==> src/verilog/sdsp_pkg.sv <==
// package for the saturating dsp alu: operation codes, constants, carriers
package sdsp_pkg;

	// ************************************************************
	// widths and saturation limits
	// ************************************************************
	localparam int WORD_W = 32;
	localparam int HALF_W = 16;
	localparam logic [31:0] WORD_MAX = 32'h7FFFFFFF;
	localparam logic [31:0] WORD_MIN = 32'h80000000;
	localparam logic [15:0] HALF_MAX = 16'h7FFF;
	localparam logic [15:0] HALF_MIN = 16'h8000;
	localparam logic [31:0] RESULT_RESET = 32'h00000000;
	localparam logic [4:0] DEST_RESET = 5'h00;
	localparam int PIPE_LATENCY = 1;

	// ************************************************************
	// operation selector
	// ************************************************************
	typedef enum logic [2:0] {
		SDSP_OP_ABS = 3'b000,
		SDSP_OP_ADD = 3'b001,
		SDSP_OP_DABS = 3'b010,
		SDSP_OP_DADD = 3'b011,
		SDSP_OP_DMUL = 3'b100,
		SDSP_OP_DSUB = 3'b101
	} sdsp_op_e;

	typedef struct packed {
		logic valid;
		sdsp_op_e op;
		logic guard_en;
		logic [31:0] guard;
		logic [31:0] src_a;
		logic [31:0] src_b;
		logic [4:0] dest;
	} sdsp_req_s;

	typedef struct packed {
		logic wr_en;
		logic [4:0] dest;
		logic [31:0] data;
	} sdsp_rsp_s;

endpackage

==> src/verilog/sdsp_alu.sv <==
// saturating dsp alu: clipped 32-bit ops and dual halfword ops, one register stage
// How it works
// - 32-bit add clamps to 7FFFFFFF or 80000000
// - guard lsb zero suppresses destination write
// - dual abs per half, clamp 0 to 7FFF
// - half 8000 gives 7FFF, never wraps
// - dual add clamps each half 8000..7FFF
// - dual multiply clamps each product 8000..7FFF
// - dual subtract a minus b, clamped per half
// - upper to 31:16, lower to 15:0, no carry
// - halves are sign-extended two's complement
// - 32-bit abs of 80000000 gives 7FFFFFFF
`timescale 1ns/1ps
`default_nettype none
module sdsp_alu
	import sdsp_pkg::*;
(
	input wire logic clk,
	input wire logic resetn,
	input wire sdsp_req_s req,
	output sdsp_rsp_s rsp
);

	// ************************************************************
	// lane helpers
	// ************************************************************
	function automatic logic [15:0] sat16(input logic signed [32:0] v);
		if (v > 33'sd32767) begin
			return HALF_MAX;
		end else if (v < -33'sd32768) begin
			return HALF_MIN;
		end else begin
			return v[15:0];
		end
	endfunction

	function automatic logic [15:0] lane(input sdsp_op_e op, input logic [15:0] a, input logic [15:0] b);
		logic signed [32:0] sa;
		logic signed [32:0] sb;
		logic signed [32:0] r;
		sa = 33'($signed(a));
		sb = 33'($signed(b));
		r = 33'sd0;
		case (op)
			SDSP_OP_DADD: r = sa + sb;
			SDSP_OP_DMUL: r = 33'(sa * sb);
			SDSP_OP_DSUB: r = sa - sb;
			SDSP_OP_DABS: r = (sb < 0) ? -sb : sb;
			default: r = 33'sd0;
		endcase
		return sat16(r);
	endfunction

	function automatic logic [31:0] sat32(input logic signed [33:0] v);
		if (v > 34'sd2147483647) begin
			return WORD_MAX;
		end else if (v < -34'sd2147483648) begin
			return WORD_MIN;
		end else begin
			return v[31:0];
		end
	endfunction

	// guard bit 0 gates the write; no guard means write whenever valid
	function automatic logic write_allowed(input sdsp_req_s r);
		return r.valid && (!r.guard_en || r.guard[0]);
	endfunction

	// ************************************************************
	// result selection
	// ************************************************************
	logic [1:0][15:0] lane_res;
	logic [31:0] data_d;
	logic wr_en_d;
	logic signed [33:0] wa;
	logic signed [33:0] wb;
	logic wr_en_q;
	logic [4:0] dest_q;
	logic [31:0] data_q;

	// one saturating unit per halfword, no carry between them
	generate
		for (genvar g = 0; g < 2; g++) begin : g_lane
			assign lane_res[g] = lane(req.op, req.src_a[16*g+:16], req.src_b[16*g+:16]);
		end
	endgenerate

	always_comb begin
		wa = 34'($signed(req.src_a));
		wb = 34'($signed(req.src_b));
		case (req.op)
			SDSP_OP_ADD: data_d = sat32(wa + wb);
			SDSP_OP_ABS: data_d = sat32((wb < 0) ? -wb : wb);
			default: data_d = lane_res;
		endcase
	end

	always_comb begin
		wr_en_d = write_allowed(req);
	end

	// ************************************************************
	// output stage, one flop per field
	// ************************************************************
	always_ff @(posedge clk or negedge resetn) begin
		if (!resetn) begin
			wr_en_q <= 1'b0;
		end else begin
			wr_en_q <= wr_en_d;
		end
	end

	always_ff @(posedge clk or negedge resetn) begin
		if (!resetn) begin
			dest_q <= DEST_RESET;
		end else begin
			dest_q <= req.dest;
		end
	end

	// data moves every cycle, so a refused write still shows its result
	always_ff @(posedge clk or negedge resetn) begin
		if (!resetn) begin
			data_q <= RESULT_RESET;
		end else begin
			data_q <= data_d;
		end
	end

	assign rsp = '{wr_en: wr_en_q, dest: dest_q, data: data_q};

	// ************************************************************
	// checks
	// ************************************************************
	AST_GUARD: assert property (@(posedge clk) disable iff (!resetn)
		(req.valid && req.guard_en && !req.guard[0]) |=> !rsp.wr_en)
		else $error("write despite false guard");
	AST_GUARD_ON: assert property (@(posedge clk) disable iff (!resetn)
		(req.valid && (!req.guard_en || req.guard[0])) |=> rsp.wr_en)
		else $error("write missing with true guard");
	// wrapped 32-bit sum, used to spot overflow in the checks
	logic [31:0] sum_wrap;
	assign sum_wrap = req.src_a + req.src_b;
	AST_ADD_POS: assert property (@(posedge clk) disable iff (!resetn)
		(req.op == SDSP_OP_ADD && !req.src_a[31] && !req.src_b[31] && sum_wrap[31])
		|=> rsp.data == WORD_MAX)
		else $error("positive overflow not clamped");
	AST_ADD_NEG: assert property (@(posedge clk) disable iff (!resetn)
		(req.op == SDSP_OP_ADD && req.src_a[31] && req.src_b[31] && !sum_wrap[31]) |=> rsp.data == WORD_MIN)
		else $error("negative overflow not clamped");
	AST_ABS_MIN: assert property (@(posedge clk) disable iff (!resetn)
		(req.op == SDSP_OP_ABS && req.src_b == WORD_MIN) |=> rsp.data == WORD_MAX)
		else $error("abs of min word wrong");
	AST_DABS_MIN: assert property (@(posedge clk) disable iff (!resetn)
		(req.op == SDSP_OP_DABS && req.src_b[15:0] == HALF_MIN) |=> rsp.data[15:0] == HALF_MAX)
		else $error("dual abs of min half wrong");
	AST_DABS_POS: assert property (@(posedge clk) disable iff (!resetn)
		(req.op == SDSP_OP_DABS) |=> !rsp.data[31] && !rsp.data[15])
		else $error("dual abs result negative");
	AST_DADD_LANE: assert property (@(posedge clk) disable iff (!resetn)
		(req.op == SDSP_OP_DADD && req.src_b[15:0] == 16'h0000) |=> rsp.data[15:0] == $past(req.src_a[15:0]))
		else $error("lane carry or mix");
	AST_DSUB_SAT: assert property (@(posedge clk) disable iff (!resetn)
		(req.op == SDSP_OP_DSUB && req.src_a[31:16] == HALF_MAX && req.src_b[31:16] == HALF_MIN)
		|=> rsp.data[31:16] == HALF_MAX)
		else $error("dual subtract not clamped");
	AST_DMUL_SAT: assert property (@(posedge clk) disable iff (!resetn)
		(req.op == SDSP_OP_DMUL && req.src_a[15:0] == HALF_MIN && req.src_b[15:0] == HALF_MIN)
		|=> rsp.data[15:0] == HALF_MAX)
		else $error("dual multiply not clamped");
	AST_DADD_SAT: assert property (@(posedge clk) disable iff (!resetn)
		(req.op == SDSP_OP_DADD && req.src_a[15:0] == HALF_MIN && req.src_b[15:0] == 16'hFFFF)
		|=> rsp.data[15:0] == HALF_MIN)
		else $error("dual add not clamped low");
	AST_ADD_EXACT: assert property (@(posedge clk) disable iff (!resetn)
		(req.op == SDSP_OP_ADD && (req.src_a[31] != req.src_b[31]))
		|=> rsp.data == $past(sum_wrap))
		else $error("mixed sign add not exact");
	AST_ABS_EXACT: assert property (@(posedge clk) disable iff (!resetn)
		(req.op == SDSP_OP_ABS && !req.src_b[31])
		|=> rsp.data == $past(req.src_b))
		else $error("abs of positive word changed");
	AST_ABS_NONNEG: assert property (@(posedge clk) disable iff (!resetn)
		(req.op == SDSP_OP_ABS) |=> !rsp.data[31])
		else $error("abs result negative");
	AST_DABS_HIGH: assert property (@(posedge clk) disable iff (!resetn)
		(req.op == SDSP_OP_DABS && req.src_b[31:16] == HALF_MIN)
		|=> rsp.data[31:16] == HALF_MAX)
		else $error("dual abs of min upper half wrong");
	AST_DADD_HIGH: assert property (@(posedge clk) disable iff (!resetn)
		(req.op == SDSP_OP_DADD && req.src_a[31:16] == HALF_MAX && req.src_b[31:16] == 16'h0001)
		|=> rsp.data[31:16] == HALF_MAX)
		else $error("dual add not clamped high");
	AST_DADD_UPPER: assert property (@(posedge clk) disable iff (!resetn)
		(req.op == SDSP_OP_DADD && req.src_b[31:16] == 16'h0000)
		|=> rsp.data[31:16] == $past(req.src_a[31:16]))
		else $error("upper lane disturbed by lower lane");
	AST_DSUB_LOW: assert property (@(posedge clk) disable iff (!resetn)
		(req.op == SDSP_OP_DSUB && req.src_a[15:0] == HALF_MIN && req.src_b[15:0] == 16'h0001)
		|=> rsp.data[15:0] == HALF_MIN)
		else $error("dual subtract not clamped low");
	AST_DMUL_NEG: assert property (@(posedge clk) disable iff (!resetn)
		(req.op == SDSP_OP_DMUL && req.src_a[31:16] == HALF_MAX && req.src_b[31:16] == HALF_MIN)
		|=> rsp.data[31:16] == HALF_MIN)
		else $error("dual multiply not clamped low");
	AST_IDLE: assert property (@(posedge clk) disable iff (!resetn)
		!req.valid |=> !rsp.wr_en)
		else $error("write without a request");
	AST_DEST: assert property (@(posedge clk) disable iff (!resetn)
		req.valid |=> rsp.dest == $past(req.dest))
		else $error("destination index not passed on");

	COV_ADD_SAT: cover property (@(posedge clk) disable iff (!resetn)
		req.op == SDSP_OP_ADD ##1 rsp.data == WORD_MAX);
	COV_GUARD_OFF: cover property (@(posedge clk) disable iff (!resetn)
		req.valid && req.guard_en && !req.guard[0]);
	COV_DMUL: cover property (@(posedge clk) disable iff (!resetn)
		req.valid && req.op == SDSP_OP_DMUL ##1 rsp.wr_en);
	COV_DABS_MIN: cover property (@(posedge clk) disable iff (!resetn)
		req.op == SDSP_OP_DABS && req.src_b[15:0] == HALF_MIN);
	COV_DSUB_SAT: cover property (@(posedge clk) disable iff (!resetn)
		req.op == SDSP_OP_DSUB ##1 rsp.data[31:16] == HALF_MAX);

endmodule
`default_nettype wire

==> config.mk <==
export PLATFORM = sky130hd
export DESIGN_NAME = sdsp_alu
export DESIGN_NICKNAME = d
export VERILOG_FILES = /design/src/verilog/sdsp_pkg.sv /design/src/verilog/sdsp_alu.sv
export SDC_FILE = /design/constraint.sdc
export NUM_CORES = 2
export LEC_CHECK = 0
export BUFFER_PORTS_ARGS = -buffer_cell sky130_fd_sc_hd__clkbuf_2
export CAP_MARGIN = 20
export CORE_MARGIN = 2
export CORE_UTILIZATION = 45
export DETAILED_ROUTE_END_ITERATION = 10
export PLACE_DENSITY = 0.7
export SYNTH_ARGS = -nofsm -noshare
export SYNTH_HDL_FRONTEND = slang
export SYNTH_SLANG_ARGS = --single-unit
==> constraint.sdc <==
create_clock -name clk -period 0.8 [get_ports clk]
set_input_delay 0.12 -clock clk [delete_from_list [all_inputs] [get_ports clk]]
set_output_delay 0.12 -clock clk [all_outputs]
set_load 0.02 [all_outputs]
Yosys cells after proc, flatten, opt, wreduce, memory -nomap -nowiden
Cells that the tools add are included.
{"block": "word_totals", "output_inout_bits": 38, "input_bits": 108, "elab_cells": 47, "reg_bits": 38}
{"block": "op_classes", "magnitude_cmp": 11, "reduce_logical": 4, "n_mux": 14, "n_mul": 2, "add_sub_neg": 8, "n_eq_ne": 5}
{"operator": "one-hot mux 33 bit (4 select lines)", "count": 2}
{"operator": "2-to-1 mux 32 bit", "count": 4}
{"operator": "greater-than comparator 33 x 16 -> 1 bit, second input constant", "count": 2}
{"operator": "less-than comparator 33 x 16 -> 1 bit, second input constant", "count": 2}
{"operator": "2-to-1 mux 33 bit", "count": 2}
{"operator": "negation 16 -> 33 bit", "count": 2}
{"operator": "multiplier 16 x 16 -> 32 bit", "count": 2}
{"operator": "2-to-1 mux 16 bit", "count": 4}
{"operator": "one-hot mux 32 bit (2 select lines)", "count": 1}
{"operator": "adder 16 x 16 -> 17 bit", "count": 2}
{"operator": "greater-than comparator 34 x 32 -> 1 bit, second input constant", "count": 1}
{"operator": "less-than comparator 34 x 32 -> 1 bit, second input constant", "count": 1}
{"operator": "2-to-1 mux 34 bit", "count": 1}
{"operator": "negation 32 -> 34 bit", "count": 1}
{"operator": "subtractor 16 x 16 -> 17 bit", "count": 2}
{"operator": "adder 32 x 32 -> 33 bit", "count": 1}
{"operator": "greater-than comparator 33 x 32 -> 1 bit, second input constant", "count": 1}
{"operator": "less-than comparator 33 x 32 -> 1 bit, second input constant", "count": 1}
{"operator": "less-than comparator 16 x 1 -> 1 bit, second input constant", "count": 2}
{"operator": "less-than comparator 32 x 1 -> 1 bit, second input constant", "count": 1}
{"operator": "== test 3 x 2 -> 1 bit, second input constant", "count": 2}
{"operator": "== test 3 bit, second input constant", "count": 2}
{"operator": "== test 3 x 1 -> 1 bit, second input constant", "count": 1}
{"operator": "zero test 3 bit", "count": 1}
{"operator": "3 further kinds", "count": 3}

Logic depth before layout (Yosys ltp)
{"block": "depth", "ltp_word": 7, "ltp_mapped": 31}

Worst setup path before layout
No wires, ideal clock.
{"block": "synth_path", "path_type": "input to register", "from": "input req[22] (netlist name)", "to": "register data_q[25]", "cell_stages": 28, "required_ps": 646, "path_slack_ps": -6651, "path_buffers": 4, "t_arrival_ps": 7297, "cell_sequence": "clkbuf_1 clkbuf_1 nand2_1 inv_1 fa_1 inv_1 fa_1 inv_1 fa_1 fa_1 fa_1 inv_1 fa_1 inv_1 ha_1 clkbuf_1 and3_1 and3_1 a2111oi_0 o31ai_1 xor2_1 a2111oi_0 nand4_1 o41a_1 o32a_4 buf_6 a21oi_2 a31oi_1"}
{"block": "synth_between", "elab_chain_cells": 7}
{"element": "start: declaration", "line_no": "sdsp_alu.sv:20", "source": "input wire sdsp_req_s req,"}
{"element": "parallel branches: the longest is 6 deep, another holds less-than comparator 33 x 16 -> 1 bit"}
{"element": "one-hot mux 32 bit (2 select lines) *", "line_no": "sdsp_alu.sv:91", "source": "case (req.op)"}
{"element": "via data_d[25]", "line_no": "sdsp_alu.sv:73", "source": "logic [31:0] data_d;"}
{"element": "end signal: assignment", "line_no": "sdsp_alu.sv:126", "source": "data_q <= data_d;"}
{"element": "end: declaration", "line_no": "sdsp_alu.sv:79", "source": "logic [31:0] data_q;"}
Mark *: on every way through the listed nets, which the timed path passes.

Worst setup path in the final report
{"block": "layout_path", "from": "input req[27] (netlist name)", "to": "register data_q[20]"}
Same word-level chain as after synthesis.

==> qor.csv <==
metric;value;unit
# diodes;0;
grt ovf;0;
CTS H-tree depth;2;
Post-Synthesis Cells;3386;
hpwl dp;77.4;mm
fin cells;4941;
filler instances;4897;
yosys warns;0;
Max-slew headroom;0.629;
vias in the first global route;28027;
FP Rows;90;
top_reg_cell synth;dfrtp_1;
failing checks;setup timing;
Simple-Gate Fraction of Synth Area;0.169;
sequential share of the synthesized area;0.0345;
Commonest cells post-synth;inv_1 (720), fa_1 (528), nand2_1 (352), ha_1 (235), and2_1 (202);
I/O pins;146;
status;complete, but fails checks;
Fmax;151;MHz
CTS Buf Count;5;
most area-consuming cells after synthesis;fa_1 (38%), ha_1 (11%), inv_1 (9.8%), nand2_1 (4.8%), and2_1 (4.6%);
number of enable flip-flop cells after synthesis;0;
Crit path arrival time;6.78;ns
asr flop ratio synth;1.00;
Tcrit/Tclk final;8.29;
max_cap viols;0;
RSZ-0062 raised after global routing;true;
Worst setup EP type;flip-flop;
die width;252;um
worst hold margin;0.0279;ns
Avg Cell Area, Syn;8.15;um2
core area;60500;um2
post-route ant nets;0;
pin count of the biggest net entering global routing;40;
die area;63300;um2
CTS tree;built;
hold path cells;2;
first-pass GRT wire length;151;mm
Layout area overhead;36.2;%
Root Buffer;clkbuf_16;
Yosys cell types;83;
Vias;26948;
Post-Synth XOR/XNOR Area;0.0489;
Nets;5029;
largest area contributor in the netlist;fa_1;
DP Area;34700;um2
Reg area;955;um2
post-route cell area;37600;um2
complex-gate fraction of the synthesized area;0.133;
clock sinks;38;
largest family of logic cells by synthesized area;adder cells;
Initial Utilization;0.456;
most common cell in the netlist;inv_1;
Synth Area in Adders;0.490;
DRC errors left;0;
CTS Buffer Depth;2;
Fin. Hold Viols;0;
CP max FO;8;
post-synthesis register bit count;38;
Syn Nets;4257;
share of cells above drive strength 1;0.297;
drt wl/cell;19.1;um
area occupied by multi-input gates;24700;um2
minimum clock period;6.63;ns
GPL Wtd Cong;0.954;
WP data required;0.95;ns
Global Route Usage Sum;0.301;
post-synth top area share;0.383;
crit path kind;in -> reg;
Worst setup SP type;input port;
post-DR vias/cell;5.45;
DP Worst Slack;-6.50;ns
I/O Buffers;114;
Total Wirelength;94.4;mm
Pins Over Slew Limit;0;
placed cell count;4866;
post-synthesis mux area share;0.00367;
Clock transition at path regs;0.06;ns
1st-pass router iterations;6;
initial antenna violation count;2;
worst-margin pin slew;0.556;ns
synthesized area;27600;um2
Die Height;252;um
Final setup viols;70;
Final WS setup;-5.83;ns
worst hold path type;in -> reg;
DR iter-0 viols;2184;
[worst paths after layout]
path	slack, ns	from	endpoint
setup / recovery	-5.83	req[27]	data_q[20]
hold / removal	0.03	req[101]	wr_en_q
max in group asynchronous	0.23	resetn	data_q[29]
min in group asynchronous	0.34	resetn	data_q[7]
[metal layers]
metal	global-route usage	wire length, um	vias to the layer above
met5	0	27	-
met4	0.0781	2710	4
met3	0.0580	8880	226
met2	0.492	43600	1255
met1	0.411	39200	13295
li1	-	-	12168
[cell usage in the layout (no fill, tap or decap), drive strengths merged, types with 20 or more instances in the layout]
master / netlist / final
nand3: 40 / 40
fa: 528 / 528
o31ai: 20 / 20
o21ai: 136 / 136
nor3: 38 / 38
dfrtp: 38 / 38
a21oi: 161 / 161
nand2: 352 / 352
inv: 721 / 719
a211oi: 23 / 23
buf: 21 / 845
o22ai: 23 / 23
xnor2: 126 / 126
a21o: 26 / 26
ha: 235 / 235
xor2: 28 / 28
nand2b: 33 / 33
nor2: 197 / 197
clkbuf: 140 / 79
a31oi: 32 / 32
and2: 202 / 202
[timing repair]
item / in CTS / in global routing
pin swaps: 225 / 93
setup buffers: 35 / 22
hold buffers: 6 / 0
hold endpoints to repair: 43 / 0
cloned: 6 / 0
resized for setup: 354 / 198
endpoints found under the setup margin: 70 / 70
[cell families (layout without fill, tap and decap cells)]
| kind of cell | after synthesis | in the layout |
|---|---|---|
| and+or+nand+nor | 970 | 970 |
| buffers and inverters | 885 | 1657 |
| adders and majority gates | 763 | 763 |
| AOI/OAI and AO/OA | 566 | 567 |
| xor gates and xnor gates | 154 | 154 |
| DFF | 38 | 38 |
| muxes | 10 | 10 |
[layout make-up]
class	instances	share of cell area
timing repair buffer	925	0.214
clock inverter	2	0.000333
multi-input combinational	2464	0.657
clock buffer	6	0.00370
inverter	724	0.0737
tap	782	0.0260
sequential	38	0.0254
[through the flow]
step                setup TNS, ns  utilization
floorplan                 -188.22            -
global placement          -196.62        0.573
detailed placement        -200.96        0.573
CTS                       -185.86        0.610
global route              -195.83        0.622
finish                    -187.06        0.622
[registers in the layout, indices dropped and copies added (netlist names)]
| name | cells |
|---|---|
| data_q | 32 |
| wr_en_q | 1 |
| dest_q | 5 |
[critical path, stage by stage]
cell and delay, ns:
clkbuf_16 0.15, buf_12 0.14, and2_4 0.13, fa_1 0.53, inv_1 0.05, fa_1 0.50, fa_2 0.59, inv_2 0.05
fa_2 0.39, fa_1 0.55, inv_2 0.04, fa_1 0.40, inv_2 0.09, ha_4 0.21, a211oi_2 0.22, nor2_1 0.08
o41a_1 0.42, a221oi_2 0.29, o22ai_1 0.13, a41o_1 0.23, mux2_2 0.27, o41a_1 0.55, o32a_4 0.45, a21oi_2 0.13
a31oi_1 0.06
Power is left out: the tool's default activity adds up to more than one toggle a clock period on the data nets, which glitch-free logic cannot reach.
